[src/common/ckrs_pkg.sv]
// Purpose: shared constants and types for the clock and reset source
// Assumes: 25 MHz system clock
// Notes: register map is a small private map on the plain command port
`default_nettype none
package ckrs_pkg;
   localparam int unsigned SYS_CLK_MHZ = 25;
   localparam int unsigned CLK_RATE_MHZ_DEFAULT = 10;
   localparam int unsigned INIT_RST_CYCLES_DEFAULT = 0;
   localparam logic RST_HIGH_DEFAULT = 1'b1;
   // offsets
   localparam logic [3:0] REG_CTRL_OFS = 4'h0;
   localparam logic [3:0] REG_CFG_OFS = 4'h4;
   localparam logic [3:0] REG_INIT_OFS = 4'h8;
   localparam logic [3:0] REG_STAT_OFS = 4'hc;
   // control bits (write one to act)
   localparam int unsigned CTRL_RUN_BIT = 0;
   localparam int unsigned CTRL_HALT_BIT = 1;
   localparam int unsigned CTRL_RAISE_BIT = 2;
   localparam int unsigned CTRL_RELEASE_BIT = 3;
   // config fields
   localparam int unsigned CFG_RATE_LSB = 0;
   localparam int unsigned CFG_POL_BIT = 8;
   // status fields
   localparam int unsigned STAT_RUN_BIT = 0;
   localparam int unsigned STAT_RST_BIT = 1;

   typedef struct packed {
      logic [3:0] addr;
      logic [31:0] wdata;
      logic wr;
      logic rd;
   } ckrs_req_t;
endpackage
`default_nettype wire

[src/rtl/ckrs_top.sv]
// Purpose: controllable clock output and configurable reset output
// Assumes: synchronous active high reset; 25 MHz clk_i; commands on plain port
// Notes: output clock derived by divider, so rates above 12 MHz saturate
`timescale 1ns/10ps
`default_nettype none
module ckrs_top (
   input wire logic clk_i,                 // system clock
   input wire logic reset_i,               // sync reset, high
   input wire ckrs_pkg::ckrs_req_t req_i,  // command port
   output logic [31:0] rdata_o,            // read data, cycle after read
   output logic dut_clk_o,                 // generated clock
   output logic dut_rst_o                  // generated reset
);
   import ckrs_pkg::*;

   logic [7:0] rate_reg, rate_next;
   logic pol_reg, pol_next;
   logic [31:0] init_reg, init_next;
   logic [31:0] icnt_reg, icnt_next;
   logic run_reg, run_next;
   logic rst_act_reg, rst_act_next;
   logic hold_reg, hold_next;
   logic [15:0] div_reg, div_next;
   logic clk_reg, clk_next;
   logic rst_reg, rst_next;
   logic [31:0] rdata_reg, rdata_next;

   wire wr_ctrl = req_i.wr && req_i.addr == REG_CTRL_OFS;
   wire wr_cfg = req_i.wr && req_i.addr == REG_CFG_OFS;
   wire wr_init = req_i.wr && req_i.addr == REG_INIT_OFS;
   wire cmd_run = wr_ctrl && req_i.wdata[CTRL_RUN_BIT];
   wire cmd_halt = wr_ctrl && req_i.wdata[CTRL_HALT_BIT];
   wire cmd_raise = wr_ctrl && req_i.wdata[CTRL_RAISE_BIT];
   wire cmd_rel = wr_ctrl && req_i.wdata[CTRL_RELEASE_BIT];

   // half period in system cycles; rate zero treated as one MHz
   wire [7:0] rate_eff = (rate_reg == 8'h00) ? 8'h01 : rate_reg;
   // whole-cycle divider: half period rounds down, so the output settles on the nearest reachable faster rate
   wire [15:0] rate_x2 = {7'h00, rate_eff, 1'b0};
   wire [15:0] half_raw = 16'(SYS_CLK_MHZ) / rate_x2;
   wire [15:0] half_cyc = (half_raw == 16'h0000) ? 16'h0001 : half_raw;
   wire div_end = div_reg >= half_cyc - 16'h0001;

   assign rate_next = wr_cfg ? req_i.wdata[CFG_RATE_LSB +: 8] : rate_reg;
   assign pol_next = wr_cfg ? req_i.wdata[CFG_POL_BIT] : pol_reg;
   assign init_next = wr_init ? req_i.wdata : init_reg;
   // halt wins over run when both bits written together
   assign run_next = cmd_halt ? 1'b0 : (cmd_run ? 1'b1 : run_reg);
   assign div_next = (!run_reg || div_end) ? 16'h0000 : div_reg + 16'h0001;
   // clock parks low while halted
   assign clk_next = !run_reg ? 1'b0 : (div_end ? ~clk_reg : clk_reg);
   // initial hold counts system clock cycles after reset release
   wire hold_now = icnt_reg < init_reg;
   assign hold_next = hold_now;
   assign icnt_next = hold_now ? icnt_reg + 32'h1 : icnt_reg;
   // reset lets go by itself only in the cycle the hold drops
   wire hold_done = hold_reg && !hold_now;
   assign rst_act_next = cmd_raise ? 1'b1 :
                         cmd_rel ? 1'b0 :
                         hold_now ? 1'b1 :
                         hold_done ? 1'b0 :
                         rst_act_reg;
   assign rst_next = pol_reg ? rst_act_reg : ~rst_act_reg;

   wire rd_cfg = req_i.rd && req_i.addr == REG_CFG_OFS;
   wire rd_init = req_i.rd && req_i.addr == REG_INIT_OFS;
   wire rd_stat = req_i.rd && req_i.addr == REG_STAT_OFS;
   wire [31:0] cfg_word = {23'h0, pol_reg, rate_reg};
   wire [31:0] stat_word = {30'h0, rst_act_reg, run_reg};
   // unmapped and idle cycles read as zero
   assign rdata_next = rd_cfg ? cfg_word :
                       rd_init ? init_reg :
                       rd_stat ? stat_word : 32'h0;

   ckrs_dff #(
      .W(8),
      .RST(8'(CLK_RATE_MHZ_DEFAULT))
   ) u_rate (
      .clk_i(clk_i),
      .reset_i(reset_i),
      .d_i(rate_next),
      .q_o(rate_reg)
   );

   ckrs_dff #(
      .W(1),
      .RST(RST_HIGH_DEFAULT)
   ) u_pol (
      .clk_i(clk_i),
      .reset_i(reset_i),
      .d_i(pol_next),
      .q_o(pol_reg)
   );

   ckrs_dff #(
      .W(32),
      .RST(32'(INIT_RST_CYCLES_DEFAULT))
   ) u_init (
      .clk_i(clk_i),
      .reset_i(reset_i),
      .d_i(init_next),
      .q_o(init_reg)
   );

   ckrs_dff #(
      .W(32),
      .RST(32'h0)
   ) u_icnt (
      .clk_i(clk_i),
      .reset_i(reset_i),
      .d_i(icnt_next),
      .q_o(icnt_reg)
   );

   ckrs_dff #(
      .W(1),
      .RST(1'b0)
   ) u_run (
      .clk_i(clk_i),
      .reset_i(reset_i),
      .d_i(run_next),
      .q_o(run_reg)
   );

   ckrs_dff #(
      .W(1),
      .RST(1'(INIT_RST_CYCLES_DEFAULT != 0))
   ) u_hold (
      .clk_i(clk_i),
      .reset_i(reset_i),
      .d_i(hold_next),
      .q_o(hold_reg)
   );

   ckrs_dff #(
      .W(1),
      .RST(1'(INIT_RST_CYCLES_DEFAULT != 0))
   ) u_rst_act (
      .clk_i(clk_i),
      .reset_i(reset_i),
      .d_i(rst_act_next),
      .q_o(rst_act_reg)
   );

   ckrs_dff #(
      .W(16),
      .RST(16'h0000)
   ) u_div (
      .clk_i(clk_i),
      .reset_i(reset_i),
      .d_i(div_next),
      .q_o(div_reg)
   );

   ckrs_dff #(
      .W(1),
      .RST(1'b0)
   ) u_clk (
      .clk_i(clk_i),
      .reset_i(reset_i),
      .d_i(clk_next),
      .q_o(clk_reg)
   );

   // output level after reset follows the default polarity
   ckrs_dff #(
      .W(1),
      .RST(1'((INIT_RST_CYCLES_DEFAULT != 0) ~^ RST_HIGH_DEFAULT))
   ) u_rst (
      .clk_i(clk_i),
      .reset_i(reset_i),
      .d_i(rst_next),
      .q_o(rst_reg)
   );

   ckrs_dff #(
      .W(32),
      .RST(32'h0)
   ) u_rdata (
      .clk_i(clk_i),
      .reset_i(reset_i),
      .d_i(rdata_next),
      .q_o(rdata_reg)
   );

   assign rdata_o = rdata_reg;
   assign dut_clk_o = clk_reg;
   assign dut_rst_o = rst_reg;
endmodule // ckrs_top

// one resettable register; all state of the block goes through it
module ckrs_dff #(
   parameter int unsigned W = 1, // width
   parameter logic [W-1:0] RST = '0 // value after reset
) (
   input wire logic clk_i, // system clock
   input wire logic reset_i, // sync reset, high
   input wire logic [W-1:0] d_i, // next value
   output logic [W-1:0] q_o // registered value
);
   always_ff @(posedge clk_i) begin
      if (reset_i) begin
         q_o <= RST;
      end else begin
         q_o <= d_i;
      end
   end
endmodule // ckrs_dff
`default_nettype wire

[config.mk]
export PLATFORM = sky130hd
export DESIGN_NAME = ckrs_top
export DESIGN_NICKNAME = d
export VERILOG_FILES = /design/src/common/ckrs_pkg.sv /design/src/rtl/ckrs_top.sv
export SDC_FILE = /design/constraint.sdc
export NUM_CORES = 1
export LEC_CHECK = 0
export BUFFER_PORTS_ARGS = -buffer_cell sky130_fd_sc_hd__clkbuf_2
export CORE_ASPECT_RATIO = 0.7
export CORE_MARGIN = 5
export CORE_UTILIZATION = 58
export CTS_CLUSTER_DIAMETER = 150
export DETAILED_ROUTE_END_ITERATION = 8
export PLACE_DENSITY_LB_ADDON = 0.08
export RECOVER_POWER = 50
export SLEW_MARGIN = 0
export SYNTH_ARGS = -nofsm -noshare
export SYNTH_HDL_FRONTEND = slang
export SYNTH_SLANG_ARGS = --single-unit
[constraint.sdc]
create_clock -name clk_i -period 87.8 [get_ports clk_i]
set_input_delay 8.78 -clock clk_i [delete_from_list [all_inputs] [get_ports clk_i]]
set_output_delay 8.78 -clock clk_i [all_outputs]
set_load 0.1 [all_outputs]
# --- Yosys cells after proc, flatten, opt, wreduce, memory -nomap -nowiden ---
# Cells that the tools add are included.
word_totals:
  reg_bits: 126
  out_inout_bits: 34
op_classes:
  addsub: 3
  div_mod_pow: 1
  n_lt_le_gt_ge: 2
  eq_ne: 3
  n_mux: 10
  n_bitwise: 3
  reduce_logical: 22
op_table:
  columns: ["cell", "count"]
  rows:
  - ["$add 32x1->32 const B", 1]
  - ["$lt 32x32->1", 1]
  - ["$mux 32", 1]
  - ["$add 16x1->16 const B", 1]
  - ["$div 5x9->16 const A", 1]
  - ["$ge 16x16->1", 1]
  - ["$logic_not 16->1", 1]
  - ["$mux 16", 1]
  - ["$sub 16x1->16 const B", 1]
  - ["$logic_and 1x1->1", 11]
  - ["$mux 9", 1]
  - ["$eq 4x4->1 const B", 2]
  - ["$logic_not 8->1", 1]
  - ["$mux 8", 1]
  - ["$reduce_or 2->1", 4]
  - ["$mux 1", 5]
  - ["$eq 4x3->1 const B", 1]
  - ["$logic_not 4->1", 1]
  - ["$reduce_bool 4->1", 1]
  - ["$not 1->1", 3]
  - ["$logic_not 1->1", 2]
  - ["$mux 2", 1]
  - ["$logic_or 1x1->1", 1]

# --- Longest topological paths before layout ---
# Gate-level depths: netlist of run 1.
depth:
  ltp_word: 9
  ltp_mapped: 147

# --- Cells and area by module ---
# A second synthesis of run 1 with hierarchy kept.
unflattened:
  hier_cells: 1444
  hier_area_um2: 11917.7
modules_own_cells:
  columns: ["mod", "instances", "cells_each", "area_per_inst_um2", "seq_area_each_um2"]
  rows:
  - ["ckrs_top", 1, 1182, 8458.1, 0.0]
  - ["ckrs_dff at u_icnt ...", 3, 67, 863.3, 640.6]
  - ["ckrs_dff at u_div", 1, 33, 464.2, 320.3]
  - ["ckrs_dff at u_rate", 1, 16, 210.2, 160.2]
  - ["ckrs_dff at u_clk ...", 5, 2, 33.8, 20.0]
  - ["ckrs_dff at u_pol", 1, 2, 26.3, 20.0]

# --- Least setup slack after synthesis of run 1 ---
# No wires, ideal clock.
synth_timing:
  kind: "flip-flop to flip-flop"
  from: "reg u_rate.q_o[7]"
  to: "reg u_div.q_o[10]"
  setup_ps: 65
  t_arrival_ps: 28546
  t_required_ps: 87735
  path_slack_ps: 59189
  path_stages_with_launch: 143
  path_buffers: 11
  cell_sequence: "dfxtp_1 > or4_1 > buf_2 > buf_2 > o21ai_1 > clkbuf_1 > and2_1 > ha_1 > nand2_1 > o31ai_1 > mux2i_1 > o21ai_0 > ha_1 > o211ai_1 > or4_4 > nand4_1 > o311ai_2 > ha_1 > (+107 left out) > a21o_1 > a21o_1 > a21o_1 > a21o_1 > a21o_1 > a21o_1 > a21o_1 > a21o_1 > a21o_1 > a21o_1 > a21o_1 > a21o_1 > a21o_1 > a21o_1 > a21oi_1 > nand3b_1 > clkbuf_1 > nor2_1"
synth_via:
  elab_chain_len: 9
synth_lines:
  columns: ["element", "line_no", "source"]
  rows:
  - ["start: declaration", "ckrs_top.sv:199", "output logic [W-1:0] q_o"]
  - ["start signal: assignment", "ckrs_top.sv:205", "q_o <= d_i;"]
  - ["$logic_not 8->1", "ckrs_top.sv:37", "wire [7:0] rate_eff = (rate_reg == 8'h00) ? 8'h01 : rate_reg;"]
  - ["$mux 8 *", "ckrs_top.sv:37", null]
  - ["$div 5x9->16 *", "ckrs_top.sv:40", "wire [15:0] half_raw = 16'(SYS_CLK_MHZ) / rate_x2;"]
  - ["$logic_not 16->1", "ckrs_top.sv:41", "wire [15:0] half_cyc = (half_raw == 16'h0000) ? 16'h0001 : half_raw;"]
  - ["$mux 16 *", "ckrs_top.sv:41", null]
  - ["$sub 16x1->16 *", "ckrs_top.sv:42", "wire div_end = div_reg >= half_cyc - 16'h0001;"]
  - ["$ge 16x16->1 *", "ckrs_top.sv:42", null]
  - ["$logic_or 1x1->1 *", "ckrs_top.sv:49", "assign div_next = (!run_reg || div_end) ? 16'h0000 : div_reg + 16'h0001;"]
  - ["$reduce_or 2->1 (no line) *", null, null]
  - ["end signal: assignment", "ckrs_top.sv:205", null]
  - ["end: declaration", "ckrs_top.sv:199", null]
# Every way passes the cells marked *; elsewhere a longest branch is shown, timed or not.
# A chain may end at the register's enable or synchronous reset.

# --- Worst setup path after layout of run 1 ---
layout_timing:
  from: "reg u_rate.q_o[1]"
  to: "reg u_div.q_o[15]"
# Same word-level chain as after synthesis.

==> results.sh, run 1 <==
export IMPL_min_delay_start="u_init.q_o[18]"
export IMPL_syn_area_um2=11200
export IMPL_yosysTopAreaCellShare_pct=22.6
export IMPL_postSynthCellCount=1453
export IMPL_die_y_um=126
export IMPL_num_rows=42
export IMPL_drive_gt1_share_pct=9.83
export IMPL_yosys_area_share_simple_pct=26.2
export IMPL_clock_latency_ns=0.41
export IMPL_path_buf_inv=1
export IMPL_grt_first_pass_wirelength_mm=48.8
export IMPL_finalMaxSlewViolations=81
export IMPL_synthDistinctLibCells=91
export IMPL_timing_rr_end="u_div.q_o[15]"
export IMPL_cts_root_buf="clkbuf_16"
export IMPL_crit_path_top_delay_cell="a2111oi_0"
export IMPL_htreeDepth=4
export IMPL_dp_hpwl_mm=22.7
export IMPL_period_share_pct=38.0
export IMPL_die_area_um2=22200
export IMPL_critPathKind="register to register"
export IMPL_synthAdderAreaFrac_pct=14.1
export IMPL_fmax_ghz=0.0299
export IMPL_cts_buffers_inserted=17
export IMPL_die_w_um=176
export IMPL_reg2reg_depth=133
export IMPL_cp_max_fo=16
export IMPL_synth_mux_area_share_pct=4.02
export IMPL_synth_flop_cell="dfxtp_1"
export IMPL_first_pass_iters=6
export IMPL_synthTopCellsByArea="dfxtp_1 (23%), ha_1 (14%), xnor2_1 (5.3%)"
export IMPL_crit_start="u_rate.q_o[1]"
export IMPL_hold_buffers=0
export IMPL_grt_pass1_vias=9638
export IMPL_pin_count=74
export IMPL_drt_wl_total_mm=30.1
export IMPL_relSlewSlack_pct=-141
export IMPL_avgRoutedWirePerCell_um=17.1
export IMPL_synth_xor_area_share_pct=7.44
export IMPL_yosys_warnings=0
export IMPL_skew_ns=0.00948
export IMPL_whs_endpoint="u_init.q_o[18]"
export IMPL_clk_pin_slew_ns=0.05
export IMPL_coreArea_um2=18900
export IMPL_grt_max_degree=81
export IMPL_antenna_found_initial=0
export IMPL_critPathTopFamily="compound AO/OA/AOI/OAI gates"
export IMPL_yosysMostFrequentCell="nor2_1"
export IMPL_viasPerCell=6.18
export IMPL_gp_congestion=0.962
export IMPL_crit_required_ns=88.13
export IMPL_cts_tree="yes"
export IMPL_avgSynthCellArea_um2=7.70
export IMPL_ys_seq_area_share_pct=22.6
export IMPL_rrSetupSlack_ns=54.41
export IMPL_slowest_delay_ns=0.80
export IMPL_max_cap_viol_count=1
export IMPL_synth_top_family_by_area="simple AND/OR/NAND/NOR gates"
export IMPL_start_util_pct=59.1
export IMPL_cp_arrival_ns=33.72
export IMPL_synth_compound_area_share_pct=21.3
export IMPL_synth_edff_count=0
export IMPL_hold_depth=2
export IMPL_route_detailed_drc=0
export IMPL_netlist_top_cells_count="nor2_1 (152), nand2_1 (150), dfxtp_1 (126), ha_1 (126), a21oi_1 (101)"
export IMPL_drtIter0Drc=1005
export IMPL_grt_overflow=0
export IMPL_area_growth_pct=9.73
export IMPL_ys_ff_latch=126
export IMPL_rsz0062_at_grt="false"
export IMPL_status="finished, violations left"
export IMPL_clockBufferDepth=2
export IMPL_ant_nets=0
export IMPL_finalHoldViolCount=0
export IMPL_clock_sinks=126
export IMPL_postCtsSetupRepairBufs=0
export IMPL_tightestPinTransition_ns=3.62
export IMPL_synth_nets=1619
export IMPL_synth_area_leader_cell="dfxtp_1"
export IMPL_grt_usage_pct=26.2
export IMPL_nets=1670
export IMPL_hp_class="register to register"
export IMPL_violations="capacitance limit, slew limit"
export IMPL_crit_top_cell="a21o_1"
export IMPL_start_kind="register"
export IMPL_diodes=0
export IMPL_cts_resized=0
export IMPL_vias=10868
export IMPL_final_setup_viol_count=0
export IMPL_r2r_start="u_rate.q_o[1]"
export IMPL_async_flop_share_pct=0
export IMPL_cp_end_kind="register"
export IMPL_fin_tns_setup_ns=0
export IMPL_fin_crit_ns=33.39
export IMPL_portBuffers=73
-- layout make-up --
cell class              count  area, um^2
clock buffers              19         433
clock inverters            12         146
fillers                  1697        6650
inverters                  72         270
multi-input cells        1204        8190
flip-flops and latches    126        2520
well taps                 242         303
repair buffers             83         408
-- stage by stage --
step / hold slack, ns / area, um^2 / instances / setup slack [ns] / util (%)
final: 0.451 / 12300 / 1758 / 54.41 / 64.9
after global routing: 0.466 / 12300 / 1758 / 51.65 / 64.9
after CTS: 0.454 / 12300 / 1758 / 54.87 / 65.0
after detailed placement: 0.447 / 11700 / 1727 / 54.95 / 62.0
after global placement: 0.443 / 11700 / 1727 / 56.10 / 62.0
after floorplan: 0.436 / 11200 / 1453 / 59.19 / -
-- sequential cells by signal (all words and copies together), names as in the netlist --
register,cells
u_run.q_o,1
u_hold.q_o,1
u_rdata.q_o,32
u_init.q_o,32
u_pol.q_o,1
u_clk.q_o,1
u_rst_act.q_o,1
u_div.q_o,16
u_icnt.q_o,32
u_rate.q_o,8
u_rst.q_o,1
-- worst max-delay path by stage --
stage	endpoint	slack, ns	depth (start not counted)
final	u_div.q_o[15]	54.41	133
after global routing	u_div.q_o[12]	51.65	134
after CTS	u_div.q_o[15]	54.87	133
after detailed placement	u_div.q_o[15]	54.95	133
after global placement	u_div.q_o[3]	56.10	133
after floorplan	u_div.q_o[10]	59.19	142
-- cell usage in the layout (no fill, tap or decap), types with 7 or more instances in the layout --
cell and instances:
mux2_2 19, and2_1 13, or2_2 7, a21oi_1 101
o211ai_1 8, a211oi_1 16, dfxtp_1 126, ha_1 126
clkbuf_16 17, a31oi_1 8, a22oi_1 7, a22o_1 7
clkbuf_2 53, and3_1 15, nor4_1 28, nand2b_1 28
clkbuf_1 24, a21o_1 49, xnor2_1 68, nand4_1 21
nand3b_1 8, buf_4 8, mux2i_1 22, nor2b_1 23
nand2_1 150, o31ai_1 12, nand3_1 39, nor2_1 151
o21a_1 12, nor3_1 60, o21ai_0 49, inv_1 71
or3_1 20, o22ai_1 7, xor2_1 27
-- per-layer routing --
layer  wire length [um]  GRT usage (%)
met5                  0              0
met4                218           4.08
met3               2590           6.20
met2              12000           36.5
met1              15300           41.1
-- tightest hold or removal path, delay by kind of cell (launching register included) --
family	cells	cell delay (ns)
AOI/OAI and AO/OA	1	0.05
and+or+nand+nor	1	0.05
DFF	1	0.30
-- cell families (layout without fill, tap and decap cells) --
| group | after synthesis | count (layout) |
|---|---|---|
| compound gates | 345 | 345 |
| xor+xnor | 95 | 95 |
| fa+ha+maj | 126 | 126 |
| buf+inv | 123 | 186 |
| flops | 126 | 126 |
| mux | 42 | 42 |
| other cells | 2 | 2 |
| simple gates | 594 | 594 |
Power of run 1 is not shown: default switching activity piles up to over one toggle a cycle in this logic, so the estimate is an artifact.
==> run 2: changes to the inputs <==
--- a/config.mk
+++ b/config.mk
@@ -8,7 +8,7 @@
 export BUFFER_PORTS_ARGS = -buffer_cell sky130_fd_sc_hd__clkbuf_2
 export CORE_ASPECT_RATIO = 0.7
 export CORE_MARGIN = 5
-export CORE_UTILIZATION = 58
+export CORE_UTILIZATION = 57
 export CTS_CLUSTER_DIAMETER = 150
 export DETAILED_ROUTE_END_ITERATION = 8
 export PLACE_DENSITY_LB_ADDON = 0.08
==> constraint.sdc (replaced) <==
create_clock -name clk_i -period 28.9 [get_ports clk_i]
set_input_delay 2.89 -clock clk_i [delete_from_list [all_inputs] [get_ports clk_i]]
set_output_delay 2.89 -clock clk_i [all_outputs]
set_load 0.1 [all_outputs]
==> run 2 against run 1 <==
Effect of this change:
- the run still ends with capacitance limit, slew limit left
- cell area is 6.0% higher
- setup slack worse by 53 ns
- global-route usage is 1.5 points higher
- clock-buffer cell count is 4 higher
- cell count is 4.6% higher
- register-to-register slack worse by 53 ns
- sequential cell count stayed put
- fmax is 22% higher
- die area is 1.6% higher
- via count is 2.5% higher
- largest cell class unchanged
- highest routed layer unchanged
==> results.sh, run 2 (synthesis results as in run 1) <==
export IMPL_status="finished, violations left"
export IMPL_violations="capacitance limit, slew limit"
export IMPL_finalHoldViolCount=0
export IMPL_crit_path_top_delay_cell="or4_4"
export IMPL_clock_sinks=126
export IMPL_portBuffers=73
export IMPL_drt_wl_total_mm=32.5
export IMPL_utilization_pct=68.2
export IMPL_cts_root_buf="clkbuf_16"
export IMPL_htreeDepth=4
export IMPL_crit_end="u_div.q_o[2]"
export IMPL_post_route_cell_area_um2=13000
export IMPL_grt_overflow=0
export IMPL_coreArea_um2=19100
export IMPL_finalMaxSlewViolations=37
export IMPL_skew_ns=0.00852
export IMPL_die_area_um2=22600
export IMPL_cp_end_kind="register"
export IMPL_final_setup_viol_count=0
export IMPL_timing_rr_end="u_div.q_o[2]"
export IMPL_multi_input_area_um2=8500
export IMPL_area_growth_pct=16.4
export IMPL_num_rows=42
export IMPL_max_cap_viol_count=1
export IMPL_fin_crit_ns=27.45
export IMPL_route_detailed_drc=0
export IMPL_ant_nets=0
export IMPL_critPathKind="register to register"
export IMPL_relSlewSlack_pct=-9.16
export IMPL_gp_congestion=0.970
export IMPL_reg2reg_depth=138
export IMPL_grt_max_degree=80
export IMPL_cp_arrival_ns=27.80
export IMPL_dp_slack_ns=-0.678
export IMPL_fin_tns_setup_ns=0
export IMPL_antenna_found_initial=0
export IMPL_nets=1729
export IMPL_grt_first_pass_wirelength_mm=51.4
export IMPL_setup_ws_ns=1.45
export IMPL_cp_max_fo=16
export IMPL_pin_count=74
export IMPL_start_util_pct=58.6
export IMPL_fmax_ghz=0.0364
export IMPL_crit_top_cell="a21o_1"
export IMPL_crit_required_ns=29.25
export IMPL_vias=11137
export IMPL_clock_latency_ns=0.42
export IMPL_first_pass_iters=6
export IMPL_drive_gt1_share_pct=15.2
export IMPL_tightestPinTransition_ns=1.64
export IMPL_drtIter0Drc=1209
export IMPL_regArea_um2=2520
export IMPL_placedInstanceArea_um2=12000
export IMPL_grt_usage_pct=27.7
export IMPL_mostFrequentLayoutCells="nand2_1 (149), nor2_1 (149), dfxtp_1 (126)"
export IMPL_cts_tree="yes"
export IMPL_viasPerCell=6.06
export IMPL_reg_top3="u_icnt.q_o x32, u_init.q_o x32, u_rdata.q_o x32"
export IMPL_cts_buffers_inserted=17
export IMPL_clockBufferDepth=2
export IMPL_clk_pin_slew_ns=0.06
export IMPL_hp_class="register to register"
export IMPL_rrSetupSlack_ns=1.45
export IMPL_fill_cells=1632
export IMPL_start_kind="register"
export IMPL_die_y_um=127
export IMPL_die_w_um=177
export IMPL_avgRoutedWirePerCell_um=17.7
export IMPL_dp_hpwl_mm=23.7
export IMPL_r2r_start="u_rate.q_o[6]"
export IMPL_slowest_delay_ns=0.64
export IMPL_crit_start="u_rate.q_o[6]"
export IMPL_grt_pass1_vias=10044
export IMPL_period_share_pct=95.0
export IMPL_diodes=0
==> run 2: changes by cell type in the layout (fill, tap and decap cells not counted), moves of 7 or more <==
cell / change
buf_4: +58
ha_1: -7
a21oi_1: -10
o21ai_0: -7
clkbuf_2: -15
a21oi_2: +9
clkbuf_1: +15
==> run 2: worst min path at each step <==
stage	from	endpoint	slack (ns)	cells after the start
2_1_floorplan	u_init.q_o[10]	u_init.q_o[10]	0.44	2
4_1_cts	u_init.q_o[15]	u_init.q_o[15]	0.45	2
5_1_grt	u_init.q_o[14]	u_init.q_o[14]	0.47	2
3_5_place_dp	u_init.q_o[15]	u_init.q_o[15]	0.45	2
6_report	u_init.q_o[22]	u_init.q_o[22]	0.45	2
3_3_place_gp	u_init.q_o[20]	u_init.q_o[20]	0.44	2
==> run 2: cell type report <==
type	count	area share [%]
timing repair buffer	142	6.42
sequential	126	19.4
multi-input combinational	1204	65.3
clock buffer	23	3.75
inverter	72	2.08
clock inverter	7	0.481
tap	264	2.54
==> run 2: layer usage <==
layer  GRT usage [%]  vias up  routed length, um
met2            37.6      500              12700
met5           0.658        -                  0
met4            5.00        0                442
met1            43.5     5101              16100
met3            7.53       54               3220
li1                -     5482                  -
==> run 2: through the flow <==
step	std cells	hold slack, ns
6_report	1838	0.453
5_1_grt	1838	0.471
4_1_cts	1813	0.454
3_5_place_dp	1782	0.446
3_3_place_gp	1782	0.443
2_1_floorplan	1453	0.436
==> run 2: worst max-delay path, delay by kind of cell, from the launching register on <==
kind	cells	cell delay, ns
AO/OA/AOI/OAI	66	12.43
buffers and inverters	8	1.37
flip-flops	1	0.39
XOR/XNOR	1	0.15
AND/OR/NAND/NOR	43	7.20
multiplexers	5	1.40
adder cells (fa/ha/maj)	15	4.40
==> run 2: what timing repair did <==
item | 4_1_cts | 5_1_grt
cloned | 0 | 0
hold buffers | 0 | 0
pin swaps | 1 | 24
setup buffers | 1 | 25
endpoints found under the setup margin | 17 | 17
gates resized for setup | 4 | 66
Power of run 2 is left out for the same reason.
